==> config.mk <==
export PLATFORM = sky130hd
export DESIGN_NAME = krlt_regs
export DESIGN_NICKNAME = d
export VERILOG_FILES = /design/src/krlt_pkg.sv /design/src/krlt_sync.sv /design/src/krlt_regs.sv
export SDC_FILE = /design/constraint.sdc
export NUM_CORES = 1
export LEC_CHECK = 0
export BUFFER_PORTS_ARGS = -buffer_cell sky130_fd_sc_hd__buf_2
export CAP_MARGIN = 0
export CORE_ASPECT_RATIO = 1.75
export CORE_MARGIN = 4
export CORE_UTILIZATION = 42
export DETAILED_ROUTE_END_ITERATION = 6
export PLACE_DENSITY = 0.68
export SYNTH_ARGS = -nofsm -noshare
export SYNTH_HDL_FRONTEND = slang
export SYNTH_HIERARCHICAL = 1
export SYNTH_SLANG_ARGS = --single-unit
==> constraint.sdc <==
create_clock -name core_clk -period 2.2 [get_ports core_clk]
set_clock_uncertainty 0.05 [all_clocks]
set_input_delay 0.33 -clock core_clk [delete_from_list [all_inputs] [get_ports core_clk]]
set_output_delay 0.33 -clock core_clk [all_outputs]
set_load 0.05 [all_outputs]
==> src/krlt_pkg.sv <==
// Purpose : Shared constants for the link training control register slice
// Assumes : 32-bit APB data, one aligned word per register index
// Notes   : Byte address of a register is four times its index
package krlt_pkg;

    // ------------------------------------------------------------------
    // Register indices (byte address = index * 4)
    // ------------------------------------------------------------------
    localparam logic [13:0] IDX_CONFIG   = 14'h04D0; // Training options
    localparam logic [13:0] IDX_COMMAND  = 14'h04D1; // Self-clearing commands
    localparam logic [13:0] IDX_STATUS   = 14'h04D2; // Engine status
    localparam logic [13:0] IDX_OVERRIDE = 14'h04D4; // Coefficient override word
    localparam logic [13:0] IDX_IRQ_STAT = 14'h04E0; // Sticky event flags
    localparam logic [13:0] IDX_IRQ_MASK = 14'h04E1; // Event enables

    // ------------------------------------------------------------------
    // Field positions
    // ------------------------------------------------------------------
    localparam int CFG_PARTNER_OVR  = 16; // Partner coefficient override enable
    localparam int CFG_LOCAL_OVR    = 17; // Local coefficient override enable
    localparam int CFG_MAIN_TAP     = 18; // Main tap exercise
    localparam int CFG_DFE_BYPASS   = 19; // Equalizer bypass
    localparam int CFG_HOLD_LO      = 20; // Equalizer hold field, low bit
    localparam int CFG_CTLE_MODE    = 22; // Linear equalizer manual mode
    localparam int CFG_CTLE_LO      = 24; // Manual linear equalizer value, low bit
    localparam int CFG_VGA_LO       = 29; // Manual gain value, low bit
    localparam int CMD_RESTART      = 0;  // Restart start-up protocol
    localparam int CMD_PARTNER_NEW  = 4;  // Send partner coefficients
    localparam int CMD_LOCAL_NEW    = 8;  // Load local coefficients
    localparam int OVR_PARTNER_LO   = 0;  // Partner commands, low bit of byte
    localparam int OVR_LOCAL_LO     = 16; // Local coefficients, low bit of byte
    localparam int STS_RX_TRAINED   = 0;  // Receiver trained
    localparam int STS_FRAME_LOCK   = 1;  // Frame delineation found
    localparam int STS_STARTUP      = 2;  // Start-up protocol running
    localparam int STS_FAILURE      = 3;  // Training failure
    localparam int NUM_STS          = 4;  // Status inputs from the engine

    // ------------------------------------------------------------------
    // Hold field codes and reset values
    // ------------------------------------------------------------------
    localparam logic [1:0] HOLD_FREE       = 2'h0; // All taps adapt
    localparam logic [1:0] HOLD_FREEZE     = 2'h1; // All taps frozen
    localparam logic       RST_PARTNER_OVR = 1'h0;
    localparam logic       RST_LOCAL_OVR   = 1'h0;
    localparam logic       RST_MAIN_TAP    = 1'h0;
    localparam logic       RST_BYPASS_SIM  = 1'h1;
    localparam logic       RST_BYPASS_HW   = 1'h0;
    localparam logic [1:0] RST_HOLD        = 2'h1;
    localparam logic       RST_MODE_SIM    = 1'h1;
    localparam logic       RST_MODE_HW     = 1'h0;
    localparam logic [4:0] RST_CTLE        = 5'h01;
    localparam logic [2:0] RST_VGA_SIM     = 3'h4;
    localparam logic [2:0] RST_VGA_HW      = 3'h7;
    localparam logic [7:0] RST_COEF        = 8'h00;
    localparam logic [3:0] RST_IRQ_MASK    = 4'h0;

    // Interrupt event positions
    localparam int IRQ_TRAINED   = 0; // Receiver became trained
    localparam int IRQ_LOCK_LOST = 1; // Frame lock dropped
    localparam int IRQ_DONE      = 2; // Start-up protocol finished
    localparam int IRQ_FAIL      = 3; // Failure detected

    // Synchroniser depth
    localparam int SYNC_STAGES = 2;

endpackage : krlt_pkg

==> src/krlt_sync.sv <==
// Purpose : Two-flop synchroniser for engine status levels
// Assumes : Inputs are levels from another timing domain
// Notes   : First stage feeds only the second stage
`timescale 1ns/100ps
module krlt_sync
    import krlt_pkg::*;
#(
    parameter int WIDTH = NUM_STS
)
(
    input  wire logic             core_clk,
    input  wire logic             srst,
    input  wire logic [WIDTH-1:0] async_in,
    output logic      [WIDTH-1:0] sync_out
);

    // ------------------------------------------------------------------
    // Per-bit double flop
    // ------------------------------------------------------------------
    logic [WIDTH-1:0] meta_q; // First stage, read by second stage only

    genvar gi;
    generate
        for (gi = 0; gi < WIDTH; gi++)
        begin : g_bit
            // Capture then retime one bit
            always_ff @(posedge core_clk)
            begin
                if (srst)
                begin
                    meta_q[gi]   <= 1'b0;
                    sync_out[gi] <= 1'b0;
                end
                else
                begin
                    meta_q[gi]   <= async_in[gi];
                    sync_out[gi] <= meta_q[gi];
                end
            end
        end
    endgenerate

endmodule // krlt_sync

==> src/krlt_regs.sv <==
// Purpose : APB register slice controlling a backplane link training engine
// Assumes : Engine status levels arrive from another domain and are synchronised
// Notes   : Access phase lasts two cycles; read data and pready come from flops
`timescale 1ns/100ps
module krlt_regs
    import krlt_pkg::*;
#(
    parameter bit SIM_DEFAULTS = 1'b0,  // Selects simulation reset values
    parameter int ADDR_W       = 16     // APB address width
)
(
    input  wire logic              core_clk,
    input  wire logic              srst,
    // APB slave
    input  wire logic              psel,
    input  wire logic              penable,
    input  wire logic              pwrite,
    input  wire logic [ADDR_W-1:0] paddr,
    input  wire logic [31:0]       pwdata,
    input  wire logic [3:0]        pstrb,
    output logic                   pready,
    output logic      [31:0]       prdata,
    output logic                   pslverr,
    // Engine status levels
    input  wire logic              eng_rx_trained,
    input  wire logic              eng_frame_lock,
    input  wire logic              eng_startup_busy,
    input  wire logic              eng_training_failure,
    // Engine controls
    output logic                   main_tap_exercise_enable,
    output logic                   dfe_adapt_enable,
    output logic                   dfe_freeze_all,
    output logic                   ctle_manual_mode,
    output logic      [4:0]        ctle_manual_value,
    output logic      [2:0]        vga_manual_value,
    output logic                   partner_coef_override_enable,
    output logic                   local_coef_override_enable,
    output logic      [7:0]        partner_coef_cmd,
    output logic      [7:0]        local_coef_value,
    output logic                   restart_state_variable,
    output logic                   partner_coef_send,
    output logic                   local_coef_load,
    output logic                   irq
);

    // ------------------------------------------------------------------
    // State
    // ------------------------------------------------------------------
    typedef struct packed {
        logic        partner_ovr;   // Partner override enable
        logic        local_ovr;     // Local override enable
        logic        main_tap;      // Main tap exercise
        logic        bypass;        // Equalizer bypass
        logic [1:0]  hold;          // Equalizer hold code
        logic        mode;          // Manual equalizer mode
        logic [4:0]  ctle;          // Manual linear equalizer value
        logic [2:0]  vga;           // Manual gain value
        logic [7:0]  partner_coef;  // Override word low byte
        logic [7:0]  local_coef;    // Override word bits 23:16
        logic [2:0]  cmd;           // Command bits, one cycle high
        logic [3:0]  irq_stat;      // Sticky events
        logic [3:0]  irq_mask;      // Event enables
        logic [3:0]  sts_prev;      // Status seen last cycle
        logic        ready;         // APB pready
        logic        slverr;        // APB pslverr
        logic [31:0] rdata;         // APB read data
        logic        o_main_tap;    // Registered engine controls
        logic        o_adapt;
        logic        o_freeze;
        logic        o_mode;
        logic [4:0]  o_ctle;
        logic [2:0]  o_vga;
        logic        o_restart;
        logic        o_send;
        logic        o_load;
        logic        o_irq;
    } krlt_state_t;

    krlt_state_t st_q;             // Current state
    krlt_state_t st_d;             // Next state
    logic [NUM_STS-1:0] sts_async; // Raw status levels
    logic [NUM_STS-1:0] sts;       // Synchronised status
    logic [31:0] wmask;            // Byte-lane write mask

    // ------------------------------------------------------------------
    // Status synchronisers
    // ------------------------------------------------------------------
    assign sts_async = {eng_training_failure, eng_startup_busy,
                        eng_frame_lock, eng_rx_trained};

    krlt_sync #(.WIDTH(NUM_STS)) u_sync (
        .core_clk (core_clk),
        .srst     (srst),
        .async_in (sts_async),
        .sync_out (sts)
    );

    // ------------------------------------------------------------------
    // Byte lane expansion
    // ------------------------------------------------------------------
    genvar gb;
    generate
        for (gb = 0; gb < 4; gb++)
        begin : g_lane
            assign wmask[gb*8 +: 8] = {8{pstrb[gb]}};
        end
    endgenerate

    // ------------------------------------------------------------------
    // Next-state logic
    // ------------------------------------------------------------------
    always_comb
    begin
        logic        acc;      // Access cycle waiting for answer
        logic        done;     // Completing edge of a transfer
        logic        wr;       // Write commit
        logic [13:0] idx;      // Register index
        logic        hit;      // Mapped index
        logic [31:0] cfg;      // Merged config word
        logic [31:0] ovr;      // Merged override word
        logic [31:0] rd;       // Read mux
        logic [3:0]  ev;       // Events this cycle
        acc  = 1'b0;
        done = 1'b0;
        wr   = 1'b0;
        idx  = 14'h0000;
        hit  = 1'b0;
        cfg  = 32'h0000_0000;
        ovr  = 32'h0000_0000;
        rd   = 32'h0000_0000;
        ev   = 4'h0;
        st_d = st_q;

        // Decode: word index from the byte address
        idx  = paddr[15:2];
        hit  = (idx == IDX_CONFIG) || (idx == IDX_COMMAND) || (idx == IDX_STATUS) ||
               (idx == IDX_OVERRIDE) || (idx == IDX_IRQ_STAT) || (idx == IDX_IRQ_MASK);
        acc  = psel && penable && !st_q.ready;
        done = psel && penable && st_q.ready;
        wr   = done && pwrite && !st_q.slverr;

        // Current register images
        cfg = {st_q.vga, st_q.ctle, 1'b0, st_q.mode, st_q.hold, st_q.bypass,
               st_q.main_tap, st_q.local_ovr, st_q.partner_ovr, 16'h0000};
        ovr = {8'h00, st_q.local_coef, 8'h00, st_q.partner_coef};

        // Read mux; status reflects the synchronised engine levels
        case (idx)
            IDX_CONFIG:   rd = cfg;
            IDX_COMMAND:  rd = {23'h000000, st_q.cmd[2], 3'h0, st_q.cmd[1], 3'h0, st_q.cmd[0]};
            IDX_STATUS:   rd = {28'h0000000, sts};
            IDX_OVERRIDE: rd = ovr;
            IDX_IRQ_STAT: rd = {28'h0000000, st_q.irq_stat};
            IDX_IRQ_MASK: rd = {28'h0000000, st_q.irq_mask};
            default:      rd = 32'h0000_0000;
        endcase

        // APB answer: one wait state, then pready with registered data
        st_d.ready  = acc;
        st_d.slverr = acc && !hit;
        if (acc)
        begin
            st_d.rdata = hit ? rd : 32'h0000_0000;
        end

        // Commands last exactly one cycle
        st_d.cmd = 3'h0;

        // Register writes
        if (wr)
        begin
            case (idx)
                IDX_CONFIG:
                begin
                    cfg = (cfg & ~wmask) | (pwdata & wmask);
                    st_d.partner_ovr = cfg[CFG_PARTNER_OVR];
                    st_d.local_ovr   = cfg[CFG_LOCAL_OVR];
                    st_d.main_tap    = cfg[CFG_MAIN_TAP];
                    st_d.bypass      = cfg[CFG_DFE_BYPASS];
                    st_d.hold        = cfg[CFG_HOLD_LO +: 2];
                    st_d.mode        = cfg[CFG_CTLE_MODE];
                    st_d.ctle        = cfg[CFG_CTLE_LO +: 5];
                    st_d.vga         = cfg[CFG_VGA_LO +: 3];
                end
                IDX_COMMAND:
                begin
                    // Only a one starts a command; zero leaves operation alone
                    st_d.cmd[0] = pstrb[0] && pwdata[CMD_RESTART];
                    st_d.cmd[1] = pstrb[0] && pwdata[CMD_PARTNER_NEW];
                    st_d.cmd[2] = pstrb[1] && pwdata[CMD_LOCAL_NEW];
                end
                IDX_OVERRIDE:
                begin
                    ovr = (ovr & ~wmask) | (pwdata & wmask);
                    st_d.partner_coef = ovr[OVR_PARTNER_LO +: 8];
                    st_d.local_coef   = ovr[OVR_LOCAL_LO +: 8];
                end
                IDX_IRQ_MASK:
                begin
                    if (pstrb[0])
                    begin
                        st_d.irq_mask = pwdata[3:0];
                    end
                end
                default:
                begin
                    st_d.cmd = 3'h0;
                end
            endcase
        end

        // Events from synchronised status edges
        ev[IRQ_TRAINED]   = sts[STS_RX_TRAINED] && !st_q.sts_prev[STS_RX_TRAINED];
        ev[IRQ_LOCK_LOST] = !sts[STS_FRAME_LOCK] && st_q.sts_prev[STS_FRAME_LOCK];
        ev[IRQ_DONE]      = !sts[STS_STARTUP] && st_q.sts_prev[STS_STARTUP];
        ev[IRQ_FAIL]      = sts[STS_FAILURE] && !st_q.sts_prev[STS_FAILURE];
        st_d.sts_prev     = sts;

        // Write-one-to-clear, a new event wins over the clear
        if (wr && (idx == IDX_IRQ_STAT) && pstrb[0])
        begin
            st_d.irq_stat = st_q.irq_stat & ~pwdata[3:0];
        end
        st_d.irq_stat = st_d.irq_stat | ev;

        // Registered engine controls
        st_d.o_main_tap = st_q.main_tap;
        st_d.o_adapt    = !st_q.bypass;
        st_d.o_freeze   = !st_q.bypass && (st_q.hold == HOLD_FREEZE);
        st_d.o_mode     = st_q.mode;
        st_d.o_ctle     = st_q.mode ? st_q.ctle : 5'h00;
        st_d.o_vga      = st_q.mode ? st_q.vga : 3'h0;
        st_d.o_restart  = st_d.cmd[0];
        st_d.o_send     = st_d.cmd[1] && st_q.partner_ovr;
        st_d.o_load     = st_d.cmd[2] && st_q.local_ovr;
        st_d.o_irq      = |(st_d.irq_stat & st_d.irq_mask);
    end

    // ------------------------------------------------------------------
    // State register
    // ------------------------------------------------------------------
    always_ff @(posedge core_clk)
    begin
        if (srst)
        begin
            st_q              <= '0;
            st_q.partner_ovr  <= RST_PARTNER_OVR;
            st_q.local_ovr    <= RST_LOCAL_OVR;
            st_q.main_tap     <= RST_MAIN_TAP;
            st_q.bypass       <= SIM_DEFAULTS ? RST_BYPASS_SIM : RST_BYPASS_HW;
            st_q.hold         <= RST_HOLD;
            st_q.mode         <= SIM_DEFAULTS ? RST_MODE_SIM : RST_MODE_HW;
            st_q.ctle         <= RST_CTLE;
            st_q.vga          <= SIM_DEFAULTS ? RST_VGA_SIM : RST_VGA_HW;
            st_q.partner_coef <= RST_COEF;
            st_q.local_coef   <= RST_COEF;
            st_q.irq_mask     <= RST_IRQ_MASK;
        end
        else
        begin
            st_q <= st_d;
        end
    end

    // ------------------------------------------------------------------
    // Outputs, each straight from a flop
    // ------------------------------------------------------------------
    assign pready                       = st_q.ready;
    assign prdata                       = st_q.rdata;
    assign pslverr                      = st_q.slverr;
    assign main_tap_exercise_enable     = st_q.o_main_tap;
    assign dfe_adapt_enable             = st_q.o_adapt;
    assign dfe_freeze_all               = st_q.o_freeze;
    assign ctle_manual_mode             = st_q.o_mode;
    assign ctle_manual_value            = st_q.o_ctle;
    assign vga_manual_value             = st_q.o_vga;
    assign partner_coef_override_enable = st_q.partner_ovr;
    assign local_coef_override_enable   = st_q.local_ovr;
    assign partner_coef_cmd             = st_q.partner_coef;
    assign local_coef_value             = st_q.local_coef;
    assign restart_state_variable       = st_q.o_restart;
    assign partner_coef_send            = st_q.o_send;
    assign local_coef_load              = st_q.o_load;
    assign irq                          = st_q.o_irq;

endmodule // krlt_regs

[After elaboration in Yosys (flattened, before gate mapping)]
Cells that the tools add are included.
Operators by class
  reduce and logical (&&, ||, !) cells: 35
  multiplexer cells: 8
  bitwise gates (word level): 11
  equal/unequal tests: 7
Operators by type and width (count)
  $pmux 32 s6: 1
  $eq 14x11->1 const B: 6
  $and 32x32->32: 2
  $mux 32: 1
  $not 32->32: 1
  $or 32x32->32: 1
  $and 24x24->24: 1
  $or 24x24->24: 1
  $logic_and 1x1->1: 18
  $mux 4: 4
  $and 4x4->4: 2
  $logic_not 1->1: 8
  $mux 3: 2
  $logic_or 1x1->1: 5
  $not 4->4: 1
  $or 4x4->4: 1
  $reduce_and 2->1: 2
  $reduce_or 4->1: 1
  $eq 2x1->1 const B: 1
  $reduce_or 2->1: 1
  $not 1->1: 1
Storage, ports and cells
  flip-flop bits (word level): 104
  output and inout port bits: 68

[Longest topological paths before layout]
  word-level depth: 10
  gate-level depth with buffers: 7
  depth with buffers taken out: 5

[By module]
Netlist, hierarchy kept.
By module, submodules not included
  krlt_regs: times used 1, seq. area each 1761.7 um^2, area each 3877.5 um^2, cells an instance 416
  krlt_sync: times used 1, seq. area each 160.2 um^2, area each 210.2 um^2, cells an instance 16

[Least setup slack after synthesis]
Ideal clock, no wire load.
  path type: reg-to-reg
  start point: register st_q, in the netlist pslverr
  end point: register st_q, in the netlist irq
  data arrival time: 2020 ps
  cell stages (with the launch flop): 8
  buffers on the path: 2
  setup slack: 49 ps
  period minus slack after synthesis: 2151 ps
  required time: 2069 ps
  path through: dfxtp_1 -> and4b_1 -> clkbuf_1 -> and3_1 -> clkbuf_1 -> a41oi_1 -> a2bb2o_1 -> a41oi_1
On the way
  cells in the longest elaborated chain, start to end: 8
  elaborated cells on any way between the ends: 9
  classes of those cells: 2 x mux; 2 x bitwise; 5 x reduce/logical
Ends and longest elaborated chain
  start, declared: RTL line krlt_regs.sv:79  | krlt_state_t st_q;
  start signal, assigned: RTL line krlt_regs.sv:261  | st_q <= st_d;
  $logic_not 1->1 *: RTL line krlt_regs.sv:140  | wr = done && pwrite && !st_q.slverr;
  $logic_and 1x1->1 *: RTL line krlt_regs.sv:140
  $logic_and 1x1->1 (2 in series): RTL line krlt_regs.sv:220  | if (wr && (idx == IDX_IRQ_STAT) && pstrb[0])
  $mux 4: RTL line krlt_regs.sv:220
  $or 4x4->4: RTL line krlt_regs.sv:224  | st_d.irq_stat = st_d.irq_stat | ev;
  $and 4x4->4 *: RTL line krlt_regs.sv:236  | st_d.o_irq = |(st_d.irq_stat & st_d.irq_mask);
  $reduce_or 4->1 *: RTL line krlt_regs.sv:236
Mark *: on every way between the ends. The rest lies on a longest branch, timed or not.
A chain may end at the register's enable or synchronous reset.

[Worst setup path after layout]
  start point: register st_q, in the netlist pready
  end point: register st_q, in the netlist irq
On the way
  cells in the longest elaborated chain, start to end: 9
  elaborated cells on any way between the ends: 10
  classes of those cells: 2 x mux; 2 x bitwise; 6 x reduce/logical
Ends and longest elaborated chain
  $logic_and 1x1->1 *: RTL line krlt_regs.sv:139  | done = psel && penable && st_q.ready;
  $logic_and 1x1->1 * (2 in series): RTL line krlt_regs.sv:140
  $logic_and 1x1->1 (2 in series): RTL line krlt_regs.sv:220
  $mux 4: RTL line krlt_regs.sv:220
  $or 4x4->4: RTL line krlt_regs.sv:224
  $and 4x4->4 *: RTL line krlt_regs.sv:236
  $reduce_or 4->1 *: RTL line krlt_regs.sv:236
Marks and branches as above.

==> results.cfg <==
[power_and_ir_drop]
clock_power_share_pct = 45.1
power.internal_w = 0.002878
max-vdd-ir-drop_mv = 0.3964
p_per_area_nw_per_um2 = 768.3
p_sw_share_pct = 22.51
p_seq_share_pct = 47.7
pwr-share-comb_pct = 7.1
switching_power_w = 0.0008360
p_leak_nw = 2.028

[placement]
hpwl_mm = 7.282
gp_congestion = 0.8163
portBuffers = 112
place_area_sq_um = 4511

[floorplanning]
start_util_pct = 43.17
fp.dieW_um = 82.58
rows = 47
num_io_pins = 129
fp.dieH_um = 138.5
dieArea_sq_um = 11440
core_area_sq_um = 9468

[finish]
finalInstanceArea_sq_um = 4833
multi_input_area_sq_um = 1672
syn2layout_area_growth_pct = 18.24
regArea_sq_um = 1922
fin_nets = 565
layout-drive-gt1-share_pct = 30.06
fillers = 918
diodes = 0

[setup_path]
critPathKind = reg2reg
arrival_ps = 1970
worstReg2RegEnd = irq$_SDFF_PP0_
crit_required_ps = 2370
endpoint_kind = flop
endpoint = irq$_SDFF_PP0_
rr_startpoint = pready$_SDFF_PP0_
crit_fanout = 8
reg2reg_slack_ps = 400
critPathLaunchType = flop
startpoint = pready$_SDFF_PP0_
reg2reg_depth = 5

[synth]
ys_seq_area_share_pct = 47.02
ys_types = 44
yosys_warnings = 6
syn-cell-area_sq_um = 4088
synth_area_per_cell_sq_um = 9.462
syn_inst = 432
synth_seq_cells = 96

[sta]
final-hold-violation-count = 0
fin_tns_setup_ps = 0
grt_setup_unrepaired = no
holdWs_ps = 143.4
final_max_slew_viol_count = 0
period_share_pct = 81.83
report.final.setup_viol = 0
worstMarginPinSlew_ps = 516.5
clock.fmax_mhz = 555.5
max-slew-margin-rel_pct = 65.50
post-route-min-period_ps = 1800

[route]
drc_errors = 0
vias = 3172
firstDrtPassIters = 4
wire_per_inst_um = 15.00
met1_length_mm = 3.673
wl_mm = 9.462
wl_met3_um = 587
drt.antenna.violating_nets = 0
dr_wl_met2_mm = 4.919
top_layer = met4
drt_iter0_drc = 178
vias_per_cell = 5.027

[global_routing]
grt_max_degree = 28
grt_pass1_wl_mm = 14.88
grt_usage_pct = 17.07
grt_overflow = 0
first_global_vias = 2991
antenna_found_initial = 0

[clock_network]
cts_buffer_depth = 2
cts_tree = built
h-tree-depth = 3
insertion_delay_ps = 340
post-cts-setup-buffers = 0
clkSlewWorstSetupHoldPaths_ps = 60
cts_sinks = 96
cts_buffers = 9
holdBufCountCts = 0
cts_root_buffer = clkbuf_16
ctsResizeCount = 0

[job]
cap_violations = 0

[worst_hold_path]
hold_path_class = in2reg

[run_status]
status = completed
-- per-stage QoR --
stage | setup slack (ps) | util (%) | std cells | power (W)
after global routing | 209.1 | 51.05 | 631 | 0.003842
after detailed placement | 94.42 | 47.64 | 615 | 0.002078
after CTS | 374.4 | 51.05 | 631 | 0.003753
after global placement | 120.1 | 47.64 | 615 | 0.002075
after floorplan | 49.28 | - | 438 | 0.001990
final | 399.7 | 51.05 | 631 | 0.003714
-- synthesized netlist by cell type (all sizes together) --
cell type  count  area share (%)
nand4          8             1.6
o21ai          6            0.73
or2            2            0.31
nor3          15             2.8
mux2i         26             6.4
nand2         18             1.7
nor2          54             5.0
dfxtp         96              47
nor2b         25             3.8
clkbuf        16             1.5
nor3b          1            0.18
inv            5            0.46
buf           59              11
and2          12             1.8
a2111oi        1            0.21
nand2b         2            0.31
o211ai         1            0.18
a22oi          3            0.55
a211o          5             1.1
or3b           1            0.21
a2bb2o         4            0.98
or3            2            0.31
conb           1           0.092
and4           1            0.21
a22o           5             1.1
a41oi          5             1.1
a21oi         19             2.3
and3           2            0.31
nor4b          5             1.6
o31ai          4            0.73
nand3b         4            0.73
o2111ai        1            0.21
a221oi         9             1.9
and3b          1            0.21
nand3         12             1.5
and4b          1            0.24
-- metal layers --
metal,vias up,GRT usage [%]
met5,-,0
met4,0,9.044
met3,20,3.711
met2,131,28.81
met1,1436,19.40
li1,1585,-
-- kinds of logic after synthesis --
| kind of cell | count (synthesis) | synth area share, % |
|---|---|---|
| flops | 96 | 47.02 |
| simple gates | 166 | 22.80 |
| other cells | 1 | 0.09174 |
| mux | 26 | 6.367 |
| buf+inv | 80 | 12.64 |
| compound gates | 63 | 11.08 |
-- layout make-up --
cell class	instances	area share [%]
clock buffers	12	5.100
clock inverters	4	1.579
inverters	5	0.3883
multi-input cells	262	34.58
flip-flops and latches	96	39.76
well taps	122	3.158
repair buffers	130	15.43
-- worst min-delay path by stage --
stage | cells past startpoint | slack [ps] | startpoint | end
6_report | 2 | 140 | pwdata[31] | flop
5_1_grt | 2 | 140 | pwdata[30] | flop
4_1_cts | 2 | 130 | pwdata[29] | flop
3_5_place_dp | 1 | 370 | u_sync/meta_q[3]$_SDFF_PP0_ | u_sync/sync_out[3]$_SDFF_PP0_
3_3_place_gp | 1 | 370 | u_sync/meta_q[1]$_SDFF_PP0_ | u_sync/sync_out[1]$_SDFF_PP0_
2_1_floorplan | 1 | 350 | srst | u_sync/meta_q[0]$_SDFF_PP0_
-- placed cells by master, fill, tap and decap left out, types with 9 or more instances in the layout --
cell type  count
nand2_1       18
mux2i_1       26
dfxtp_1       96
nand3_1       12
nor3_1        11
a21oi_1       19
nor2_1        53
and2_1        12
clkbuf_16      9
buf_2        112
nor2b_1       25
a221oi_1       9
buf_4         14
-- worst max-delay path, cell delays in order (launching register included) --
cell and delay (ps):
dfxtp_1 370, and4b_1 300, and3_1 360, a41oi_1 180, a2bb2o_1 300, a41oi_1 110
-- power groups by stage --
stage	clock network [W]	logic, W	registers [W]
3_5_place_dp	0	0.000267	0.00181
2_1_floorplan	0	0.000170	0.00182
3_3_place_gp	0	0.000264	0.00181
5_1_grt	0.00178	0.000288	0.00177
6_report	0.00168	0.000266	0.00177
4_1_cts	0.00171	0.000268	0.00177
No activity file was read; power rests on OpenSTA's default activity.
